===== config.mk =====
export PLATFORM = sky130hd
export DESIGN_NAME = dct_receive_time_loop
export DESIGN_NICKNAME = d
export VERILOG_FILES = /design/src/hw/dct_pkg.sv /design/src/hw/dct_timebase.sv /design/src/hw/dct_diff_filter.sv /design/src/hw/dct_receive_time_loop.sv
export SDC_FILE = /design/constraint.sdc
export NUM_CORES = 2
export LEC_CHECK = 0
export BUFFER_PORTS_ARGS = -buffer_cell sky130_fd_sc_hd__buf_2
export CAP_MARGIN = 0
export CELL_PAD_IN_SITES_DETAIL_PLACEMENT = 0
export CELL_PAD_IN_SITES_GLOBAL_PLACEMENT = 1
export CORE_MARGIN = 3
export CORE_UTILIZATION = 55
export CTS_CLUSTER_SIZE = 16
export DETAILED_ROUTE_END_ITERATION = 8
export PLACE_DENSITY = 0.93
export SYNTH_ARGS = -nofsm -noshare
export SYNTH_HDL_FRONTEND = slang
export SYNTH_SLANG_ARGS = --single-unit
export TNS_END_PERCENT = 1

===== constraint.sdc =====
create_clock -name SYS_CLK_I -period 9.8 [get_ports SYS_CLK_I]
set_input_delay 0.49 -clock SYS_CLK_I [delete_from_list [all_inputs] [get_ports SYS_CLK_I]]
set_output_delay 0.49 -clock SYS_CLK_I [all_outputs]
set_load 0.01 [all_outputs]

===== src/hw/dct_pkg.sv =====
// Shared constants, access carrier and byte helpers for the time-loop block.
// Assumes byte-wide register access from both the network side and the host side.
package dct_pkg;
  // Register byte offsets
  localparam logic [15:0] OFS_RX_P0 = 16'h0900;
  localparam logic [15:0] OFS_RX_P1 = 16'h0904;
  localparam logic [15:0] OFS_SYS_TIME = 16'h0910;
  localparam logic [15:0] OFS_SYS_TIME_TOP = 16'h0913;
  localparam logic [15:0] OFS_RX_PU = 16'h0918;
  localparam logic [15:0] OFS_SYS_OFFSET = 16'h0920;
  localparam logic [15:0] OFS_SYS_DELAY = 16'h0928;
  localparam logic [15:0] OFS_SYS_DIFF = 16'h092C;
  // Register lengths in bytes
  localparam logic [15:0] LEN_W32 = 16'h0004;
  localparam logic [15:0] LEN_W64 = 16'h0008;
  // Values after reset
  localparam logic [63:0] TIME_RST = 64'h0000_0000_0000_0000;
  localparam logic [31:0] WORD_RST = 32'h0000_0000;
  localparam logic [7:0] BYTE_RST = 8'h00;
  // Default distributed-clock width and difference filter depth
  localparam int DC_WIDTH_DEF = 64;
  localparam int FILT_DEPTH_DEF = 4;

  typedef struct packed {
    logic wr;
    logic rd;
    logic [15:0] addr;
    logic [7:0] wdata;
  } dct_acc_s;

  function automatic logic hit(input logic [15:0] addr, input logic [15:0] base,
                               input logic [15:0] len);
    hit = (addr >= base) && (addr < 16'(base + len));
  endfunction : hit

  function automatic logic [7:0] get_byte(input logic [63:0] v, input logic [2:0] i);
    get_byte = v[{i, 3'b000} +: 8];
  endfunction : get_byte

  function automatic logic [63:0] put_byte(input logic [63:0] v, input logic [2:0] i,
                                           input logic [7:0] b);
    logic [63:0] r;
    r = v;
    r[{i, 3'b000} +: 8] = b;
    put_byte = r;
  endfunction : put_byte
endpackage : dct_pkg


===== src/hw/dct_timebase.sv =====
// Free-running local time and the local copy of system time.
// Assumes offset and delay come from registers in the same clock domain.
`timescale 1ns/1ns
module dct_timebase
  import dct_pkg::*;
#(
  parameter int DC_W = DC_WIDTH_DEF
) (
  // Clock and reset
  input wire logic clk_i,
  input wire logic nrst_i,
  // Correction terms
  input wire logic [63:0] offset_i,
  input wire logic [31:0] delay_i,
  // Time outputs
  output logic [63:0] local_time_o,
  output logic [63:0] sys_time_o
);
  if (DC_W != 32 && DC_W != 64) begin : g_bad_width
    $error("DC_W must be 32 or 64");
  end

  logic [63:0] local_cnt;
  logic [63:0] sys_cnt;
  logic [63:0] next_local_cnt;
  logic [63:0] next_sys_cnt;
  logic [63:0] width_mask;

  always_comb begin
    width_mask = (DC_W == 64) ? 64'hFFFF_FFFF_FFFF_FFFF : 64'h0000_0000_FFFF_FFFF;
    next_local_cnt = (local_cnt + 64'h1) & width_mask;
    next_sys_cnt = (next_local_cnt + offset_i + {32'h0, delay_i}) & width_mask;
  end

  always_ff @(posedge clk_i or negedge nrst_i) begin
    if (!nrst_i) begin
      local_cnt <= TIME_RST;
      sys_cnt <= TIME_RST;
    end else begin
      local_cnt <= next_local_cnt;
      sys_cnt <= next_sys_cnt;
    end
  end

  assign local_time_o = local_cnt;
  assign sys_time_o = sys_cnt;
endmodule : dct_timebase


===== src/hw/dct_diff_filter.sv =====
// Averaging filter of the system-time deviation, sign-magnitude result.
// Assumes one compare strobe at a time with both time values valid.
`timescale 1ns/1ns
module dct_diff_filter
  import dct_pkg::*;
#(
  parameter int DEPTH = FILT_DEPTH_DEF
) (
  // Clock and reset
  input wire logic clk_i,
  input wire logic nrst_i,
  // Compare request
  input wire logic sample_i,
  input wire logic [31:0] local_i,
  input wire logic [31:0] recv_i,
  // Filtered result
  output logic [31:0] diff_o
);
  if (DEPTH < 0 || DEPTH > 15) begin : g_bad_depth
    $error("DEPTH must be 0..15");
  end

  logic signed [31:0] mean;
  logic signed [31:0] next_mean;
  logic [31:0] diff;
  logic [31:0] next_diff;
  logic signed [31:0] delta;

  always_comb begin
    delta = $signed(local_i - recv_i);
    next_mean = mean;
    if (sample_i) begin
      next_mean = mean + ((delta - mean) >>> DEPTH);
    end
    // Bit 31 set when local copy is behind the received time
    if (next_mean < 0) begin
      next_diff = {1'b1, 31'(-next_mean)};
    end else begin
      next_diff = {1'b0, next_mean[30:0]};
    end
  end

  always_ff @(posedge clk_i or negedge nrst_i) begin
    if (!nrst_i) begin
      mean <= WORD_RST;
      diff <= WORD_RST;
    end else begin
      mean <= next_mean;
      diff <= next_diff;
    end
  end

  assign diff_o = diff;
endmodule : dct_diff_filter


===== src/hw/dct_receive_time_loop.sv =====
// Receive time stamps and system-time control loop of a fieldbus slave controller.
// Assumes frame strobes and byte accesses are single-cycle and synchronous to SYS_CLK_I.
// Summary of operation
// - Broadcast or configured write to port-0 receive time captures frame starts.
// - Port-0 receive time reads the start of the last capturing frame.
// - Port-1 receive time holds port-1 frame start of capturing frame.
// - Time base is 32 or 64 bits wide by variant; port-0 and port-1 stamps are 32 bits.
// - Network read of system time returns copy latched at start delimiter.
// - Host read snapshots system time on lowest byte for consistent bytes.
// - Network write with low byte compares at frame end against latched copy.
// - Host write with top low-word byte compares against latch-zero edge time.
// - Loop registers are network-writable unless host-controlled time is configured.
// - Processing-unit receive time holds its 64-bit frame start time.
// - Local system time is local time plus offset register plus delay register.
// - Writable 32-bit delay register forms part of the system-time copy.
// - Difference register gives filtered magnitude and sign bit.
`timescale 1ns/1ns
module dct_receive_time_loop
  import dct_pkg::*;
#(
  parameter int DC_W = DC_WIDTH_DEF,
  parameter int FILT_DEPTH = FILT_DEPTH_DEF
) (
  // Clock and reset
  input wire logic SYS_CLK_I,
  input wire logic NRST_I,
  // Frame timing from the ports
  input wire logic NET_P0_START_I,
  input wire logic NET_P1_START_I,
  input wire logic NET_PU_START_I,
  input wire logic NET_SOF_I,
  input wire logic NET_FRAME_END_I,
  // Network-side register access
  input wire dct_acc_s NET_ACC_I,
  input wire logic NET_BWR_FPWR_I,
  output logic [7:0] NET_RDATA_O,
  // Host-side register access
  input wire dct_acc_s HOST_ACC_I,
  input wire logic HOST_ACC_END_I,
  output logic [7:0] HOST_RDATA_O,
  // Configuration and latch unit
  input wire logic HOST_TIME_CTRL_I,
  input wire logic [31:0] LATCH_UNIT_ZERO_POS_TIME_I,
  // Status
  output logic [63:0] SYS_TIME_O,
  output logic [31:0] SYS_DIFF_O
);
  if (DC_W != 32 && DC_W != 64) begin : g_bad_width
    $error("DC_W must be 32 or 64");
  end

  logic [63:0] local_time;
  logic [63:0] sys_time;
  logic [31:0] sys_diff;

  // Stamps of the current frame, published at its end
  logic [63:0] stg_p0;
  logic [63:0] stg_p1;
  logic [63:0] stg_pu;
  logic pend_rx;
  logic [31:0] rx_p0;
  logic [31:0] rx_p1;
  logic [63:0] rx_pu;
  logic [63:0] sof_copy;
  logic [31:0] net_wbuf;
  logic net_wlow;
  logic [31:0] host_wbuf;
  logic host_wtop;
  logic [63:0] host_snap;
  logic [63:0] sys_offset;
  logic [31:0] sys_delay;
  logic [7:0] net_rdata;
  logic [7:0] host_rdata;

  logic [63:0] next_stg_p0;
  logic [63:0] next_stg_p1;
  logic [63:0] next_stg_pu;
  logic next_pend_rx;
  logic [31:0] next_rx_p0;
  logic [31:0] next_rx_p1;
  logic [63:0] next_rx_pu;
  logic [63:0] next_sof_copy;
  logic [31:0] next_net_wbuf;
  logic next_net_wlow;
  logic [31:0] next_host_wbuf;
  logic next_host_wtop;
  logic [63:0] next_host_snap;
  logic [63:0] next_sys_offset;
  logic [31:0] next_sys_delay;
  logic [7:0] next_net_rdata;
  logic [7:0] next_host_rdata;

  logic net_cfg_wr;
  logic host_cfg_wr;
  logic net_cmp;
  logic host_cmp;
  logic cmp_valid;
  logic [31:0] cmp_local;
  logic [31:0] cmp_recv;
  logic [2:0] net_idx;
  logic [2:0] host_idx;

  dct_timebase #(
    .DC_W(DC_W)
  ) u_timebase (
    .clk_i(SYS_CLK_I),
    .nrst_i(NRST_I),
    .offset_i(sys_offset),
    .delay_i(sys_delay),
    .local_time_o(local_time),
    .sys_time_o(sys_time)
  );

  dct_diff_filter #(
    .DEPTH(FILT_DEPTH)
  ) u_diff_filter (
    .clk_i(SYS_CLK_I),
    .nrst_i(NRST_I),
    .sample_i(cmp_valid),
    .local_i(cmp_local),
    .recv_i(cmp_recv),
    .diff_o(sys_diff)
  );

  // Compare source selection
  always_comb begin
    net_cmp = NET_FRAME_END_I && net_wlow && !HOST_TIME_CTRL_I;
    host_cmp = HOST_ACC_END_I && host_wtop && HOST_TIME_CTRL_I;
    cmp_valid = net_cmp || host_cmp;
    cmp_local = net_cmp ? sof_copy[31:0] : LATCH_UNIT_ZERO_POS_TIME_I;
    cmp_recv = net_cmp ? net_wbuf : host_wbuf;
  end

  // Read-back multiplexers
  function automatic logic [7:0] rd_byte(input logic [15:0] a, input logic [63:0] sys_v,
                                         input logic [31:0] p0, input logic [31:0] p1,
                                         input logic [63:0] pu, input logic [63:0] ofs,
                                         input logic [31:0] dly, input logic [31:0] dif);
    logic [7:0] r;
    r = BYTE_RST;
    if (hit(a, OFS_RX_P0, LEN_W32)) begin
      r = get_byte({32'h0, p0}, {1'b0, a[1:0]});
    end else if (hit(a, OFS_RX_P1, LEN_W32)) begin
      r = get_byte({32'h0, p1}, {1'b0, a[1:0]});
    end else if (hit(a, OFS_SYS_TIME, LEN_W64)) begin
      r = get_byte(sys_v, a[2:0]);
    end else if (hit(a, OFS_RX_PU, LEN_W64)) begin
      r = get_byte(pu, a[2:0]);
    end else if (hit(a, OFS_SYS_OFFSET, LEN_W64)) begin
      r = get_byte(ofs, a[2:0]);
    end else if (hit(a, OFS_SYS_DELAY, LEN_W32)) begin
      r = get_byte({32'h0, dly}, {1'b0, a[1:0]});
    end else if (hit(a, OFS_SYS_DIFF, LEN_W32)) begin
      r = get_byte({32'h0, dif}, {1'b0, a[1:0]});
    end
    rd_byte = r;
  endfunction : rd_byte

  always_comb begin
    net_cfg_wr = NET_ACC_I.wr && !HOST_TIME_CTRL_I;
    host_cfg_wr = HOST_ACC_I.wr && HOST_TIME_CTRL_I;
    net_idx = NET_ACC_I.addr[2:0];
    host_idx = HOST_ACC_I.addr[2:0];

    next_stg_p0 = stg_p0;
    next_stg_p1 = stg_p1;
    next_stg_pu = stg_pu;
    next_pend_rx = pend_rx;
    next_rx_p0 = rx_p0;
    next_rx_p1 = rx_p1;
    next_rx_pu = rx_pu;
    next_sof_copy = sof_copy;
    next_net_wbuf = net_wbuf;
    next_net_wlow = net_wlow;
    next_host_wbuf = host_wbuf;
    next_host_wtop = host_wtop;
    next_host_snap = host_snap;
    next_sys_offset = sys_offset;
    next_sys_delay = sys_delay;
    next_net_rdata = net_rdata;
    next_host_rdata = host_rdata;

    // Frame start stamps at each port and at the processing unit
    if (NET_P0_START_I) begin
      next_stg_p0 = local_time;
    end
    if (NET_P1_START_I) begin
      next_stg_p1 = local_time;
    end
    if (NET_PU_START_I) begin
      next_stg_pu = local_time;
    end
    if (NET_SOF_I) begin
      next_sof_copy = sys_time;
    end

    // Network writes; read-only registers are not decoded for writing
    if (NET_ACC_I.wr && NET_BWR_FPWR_I && NET_ACC_I.addr == OFS_RX_P0) begin
      next_pend_rx = 1'b1;
    end
    if (net_cfg_wr && hit(NET_ACC_I.addr, OFS_SYS_TIME, LEN_W32)) begin
      next_net_wbuf = 32'(put_byte({32'h0, net_wbuf}, {1'b0, net_idx[1:0]},
                                   NET_ACC_I.wdata));
      if (NET_ACC_I.addr == OFS_SYS_TIME) begin
        next_net_wlow = 1'b1;
      end
    end
    if (net_cfg_wr && hit(NET_ACC_I.addr, OFS_SYS_OFFSET, LEN_W64)) begin
      next_sys_offset = put_byte(sys_offset, net_idx, NET_ACC_I.wdata);
    end
    if (net_cfg_wr && hit(NET_ACC_I.addr, OFS_SYS_DELAY, LEN_W32)) begin
      next_sys_delay = 32'(put_byte({32'h0, sys_delay}, {1'b0, net_idx[1:0]},
                                    NET_ACC_I.wdata));
    end

    // Publish stamps only once the frame is over
    if (NET_FRAME_END_I) begin
      if (pend_rx || next_pend_rx) begin
        next_rx_p0 = stg_p0[31:0];
        next_rx_p1 = stg_p1[31:0];
        next_rx_pu = stg_pu;
      end
      next_pend_rx = 1'b0;
      next_net_wlow = 1'b0;
    end

    // Host writes
    if (host_cfg_wr && hit(HOST_ACC_I.addr, OFS_SYS_TIME, LEN_W32)) begin
      next_host_wbuf = 32'(put_byte({32'h0, host_wbuf}, {1'b0, host_idx[1:0]},
                                    HOST_ACC_I.wdata));
      if (HOST_ACC_I.addr == OFS_SYS_TIME_TOP) begin
        next_host_wtop = 1'b1;
      end
    end
    if (host_cfg_wr && hit(HOST_ACC_I.addr, OFS_SYS_OFFSET, LEN_W64)) begin
      next_sys_offset = put_byte(sys_offset, host_idx, HOST_ACC_I.wdata);
    end
    if (host_cfg_wr && hit(HOST_ACC_I.addr, OFS_SYS_DELAY, LEN_W32)) begin
      next_sys_delay = 32'(put_byte({32'h0, sys_delay}, {1'b0, host_idx[1:0]},
                                    HOST_ACC_I.wdata));
    end
    if (HOST_ACC_END_I) begin
      next_host_wtop = 1'b0;
    end

    // Read data, registered one cycle after the read strobe
    if (NET_ACC_I.rd) begin
      next_net_rdata = rd_byte(NET_ACC_I.addr, sof_copy, rx_p0, rx_p1, rx_pu,
                               sys_offset, sys_delay, sys_diff);
    end
    if (HOST_ACC_I.rd) begin
      if (HOST_ACC_I.addr == OFS_SYS_TIME) begin
        next_host_snap = sys_time;
        next_host_rdata = get_byte(sys_time, 3'h0);
      end else begin
        next_host_rdata = rd_byte(HOST_ACC_I.addr, host_snap, rx_p0, rx_p1, rx_pu,
                                  sys_offset, sys_delay, sys_diff);
      end
    end
  end

  always_ff @(posedge SYS_CLK_I or negedge NRST_I) begin
    if (!NRST_I) begin
      stg_p0 <= TIME_RST;
      stg_p1 <= TIME_RST;
      stg_pu <= TIME_RST;
      pend_rx <= 1'b0;
      rx_p0 <= WORD_RST;
      rx_p1 <= WORD_RST;
      rx_pu <= TIME_RST;
      sof_copy <= TIME_RST;
      net_wbuf <= WORD_RST;
      net_wlow <= 1'b0;
      host_wbuf <= WORD_RST;
      host_wtop <= 1'b0;
      host_snap <= TIME_RST;
      sys_offset <= TIME_RST;
      sys_delay <= WORD_RST;
      net_rdata <= BYTE_RST;
      host_rdata <= BYTE_RST;
    end else begin
      stg_p0 <= next_stg_p0;
      stg_p1 <= next_stg_p1;
      stg_pu <= next_stg_pu;
      pend_rx <= next_pend_rx;
      rx_p0 <= next_rx_p0;
      rx_p1 <= next_rx_p1;
      rx_pu <= next_rx_pu;
      sof_copy <= next_sof_copy;
      net_wbuf <= next_net_wbuf;
      net_wlow <= next_net_wlow;
      host_wbuf <= next_host_wbuf;
      host_wtop <= next_host_wtop;
      host_snap <= next_host_snap;
      sys_offset <= next_sys_offset;
      sys_delay <= next_sys_delay;
      net_rdata <= next_net_rdata;
      host_rdata <= next_host_rdata;
    end
  end

  assign NET_RDATA_O = net_rdata;
  assign HOST_RDATA_O = host_rdata;
  assign SYS_TIME_O = sys_time;
  assign SYS_DIFF_O = sys_diff;
endmodule : dct_receive_time_loop


==> impl_metrics.py <==
metrics = {
    "flow_run": {
        "drv_cap": 0,
    },
    "placed_design": {
        "dp_hpwl_microns": 103000,
        "place_congestion": 1.03,
        "io_buffer_count": 205,
    },
    "power_and_ir_drop": {
        "p_per_area_nw_per_um2": 165,
        "swShare_pct": 29.3,
        "p_leak_nw": 23.4,
        "switchingPower_mw": 2.33,
        "ir_drop_mv": 0.147,
        "p_comb_share_pct": 17.9,
        "pwr-share-seq_pct": 41.0,
        "clkPwrFrac_pct": 41.1,
        "internal_power_mw": 5.61,
    },
    "cts": {
        "cts_buffer_depth": 3,
        "root_buffer": "clkbuf_16",
        "clkTransAtPathRegs_ns": 0.06,
        "cts_sinks": 753,
        "clock_latency_ns": 0.66,
        "h-tree-depth": 3,
        "cts_buffers": 82,
        "cts_resized": 0,
        "tritoncts": "yes",
    },
    "floorplan": {
        "dieHeight_microns": 287,
        "start_util_pct": 55.7,
        "row_count": 102,
        "die_w_microns": 287,
        "die-area_sq_um": 82200,
        "io_pins": 206,
        "coreArea_sq_um": 77700,
    },
    "sta": {
        "fin_crit_ns": 8.02,
        "finalHoldViolCount": 0,
        "setup-tns-final_ns": 0,
        "slew_headroom_pct": 17.5,
        "period_share_pct": 81.8,
        "rsz0062_at_grt": "false",
        "tightest_slew_ns": 1.23,
        "finClkSkew_ns": 0.0437,
        "setup_viol": 0,
        "fmax_mhz": 125,
        "hold_ws_ns": 0.0422,
        "drv_slew": 0,
    },
    "run_status": {
        "status": "finished with violations",
        "violations": "design-rule violations",
    },
    "synth": {
        "yosysUniqueCellTypes": 95,
        "avgSynthCellArea_sq_um": 11.3,
        "synth-edff-count": 0,
        "syn_inst": 3818,
        "yosysSeqAreaShare_pct": 43.5,
        "ys_seq_elements": 753,
        "syn-num-nets": 4147,
        "ys_warn_count": 0,
        "ys.flop_type": "dfrtp_1",
        "syn_area_sq_um": 43300,
        "async_flop_share_pct": 100,
    },
    "detailed_routing": {
        "route.final.wire_length_microns": 141000,
        "remaining_drc_errors": 1,
        "drt_pass1_iterations": 9,
        "drtAntennaViolNets": 0,
        "vias_per_cell": 6.49,
        "num_vias": 32771,
        "avgRoutedWirePerCell_microns": 27.9,
        "drt_first_iter_violations": 3690,
    },
    "setup_path": {
        "timing_worst_setup_path_type": "reg -> reg",
        "critPathSlowestCell": "a2111oi_0",
        "crit_arrival_ns": 8.51,
        "cp-end-kind": "flop",
        "rrSetupSlack_ns": 1.78,
        "path_max_fanout": 21,
        "crit_required_ns": 10.30,
        "setup.worst_path.start_class": "flop",
        "cpPeakStageDelay_ns": 0.85,
    },
    "final_layout": {
        "syn2layout_area_growth_pct": 10.9,
        "mostFrequentLayoutCell": "dfrtp_1",
        "finalNetCount": 4266,
        "final_cell_mix": "dfrtp_1, nand2_1, mux2_2",
        "drive_gt1_share_pct": 24.7,
    },
    "global_routing": {
        "grt_max_degree": 166,
        "grt.total_usage_pct": 34.0,
        "gr-total-overflow": 0,
        "antenna_found_initial": 1,
        "grt_pass1_vias": 31865,
        "grt_pass1_wl_microns": 207000,
    },
    "min_path": {
        "hold_path_class": "in -> reg",
    },
}
flip-flops by register name, summed over array words and instances (netlist names):
signal                   flops
sof_copy                    64
net_wbuf                    32
sys_delay                   32
NET_RDATA_O                  8
rx_p0                       32
u_timebase.local_time_o     64
u_timebase.sys_time_o       64
stg_p1                      32
host_snap                   64
stg_p0                      32
rx_p1                       32
u_diff_filter.diff_o        32
pend_rx                      1
u_diff_filter.mean          30
HOST_RDATA_O                 8
host_wbuf                   32
net_wlow                     1
rx_pu                       64
stg_pu                      64
host_wtop                    1
sys_offset                  64
cell type report:
cell class / count / area [sq um]
Fill cell: 6086 / 29700
Multi-Input combinational cell: 2654 / 22900
Sequential cell: 753 / 18800
Clock buffer: 116 / 2290
Timing Repair Buffer: 243 / 1370
Tap cell: 1040 / 1300
Inverter: 203 / 762
Clock inverter: 35 / 548
Antenna cell: 8 / 20.0
final timing paths:
check                                from                        end  depth (start not counted)
setup / recovery                 net_wlow   u_diff_filter.diff_o[28]                         29
max in group asynchronous          NRST_I  u_timebase.sys_time_o[55]                          4
min in group asynchronous          NRST_I                sof_copy[6]                          2
hold / removal             HOST_ACC_END_I                  host_wtop                          2
setup reg to reg                 net_wlow   u_diff_filter.diff_o[28]                         29
hold reg to reg             host_wbuf[28]              host_wbuf[28]                          2
layer usage:
metal | global-route usage [%] | up-vias | part of all wire, %
met5 | 0 | - | 0
met1 | 46.7 | 16578 | 40
met2 | 49.6 | 1834 | 43
met3 | 10.8 | 361 | 12
met4 | 15.5 | 0 | 5.3
li1 | - | 13998 | -
Yosys cell counts (all sizes together) (8+ instances only):
library cell	number	area, sq um
a2111oi	10	88.8
a211oi	12	100
a21o	65	488
a21oi	174	878
a221oi	17	149
a22o	21	184
a22oi	85	638
a31o	8	70.1
a31oi	29	194
and2	17	106
and3	38	238
buf	74	327
clkbuf	134	504
dfrtp	753	18800
fa	63	1260
ha	172	2150
inv	202	758
mux2	395	4450
mux2i	61	622
mux4	175	3940
nand2	395	1480
nand2b	18	113
nand3	74	375
nand4	27	184
nor2	194	733
nor2b	29	181
nor3	34	185
nor4	14	106
o21a	30	225
o21ai	163	816
o21bai	13	101
o221ai	12	105
o31ai	12	95.1
or2	10	62.6
xnor2	122	1090
xor2	63	552
through the flow:
step	setup slack (ns)	power (mW)	utilization [%]	cells	instance area, sq um
6_report	1.78	7.94	61.8	5052	48000
3_3_place_gp	1.88	4.69	58.1	4892	45200
5_1_grt	1.12	8.22	61.8	5044	48000
2_1_floorplan	2.95	4.25	-	3818	43300
3_5_place_dp	1.69	4.71	58.1	4892	45200
4_1_cts	1.95	7.94	61.8	5044	48000
logic make-up (layout without fill, tap and decap cells):
family,after synthesis,in the layout,synth area share [%]
adders and majority gates,235,235,7.88
AOI/OAI and AO/OA,709,709,10.8
muxes,631,631,20.8
other,0,8,0
xor gates and xnor gates,186,186,3.84
and+or+nand+nor,893,893,9.55
buffers and inverters,411,597,3.68
DFF,753,753,43.5
critical path, delay by kind of cell, from the launching register on:
family                     cells  cell delay [ns]
buffers and inverters          2             0.46
adders and majority gates      3             1.15
xor gates and xnor gates       2             0.37
and+or+nand+nor               14             3.15
DFF                            1             0.35
AOI/OAI and AO/OA              8             2.38
repair_timing:
action                    CTS  global route
buffers inserted            0             0
hold buffers                1             0
hold endpoints to repair   71             0
power groups by stage:
| stage | Sequential, mW | Clock [mW] | Combinational [mW] |
|---|---|---|---|
| after floorplan | 3.28 | 0 | 0.970 |
| after global placement | 3.30 | 0 | 1.39 |
| after detailed placement | 3.30 | 0 | 1.40 |
| after CTS | 3.25 | 3.29 | 1.41 |
| after global routing | 3.26 | 3.41 | 1.55 |
| final | 3.25 | 3.26 | 1.42 |
No activity file was read; power rests on OpenSTA's default activity.
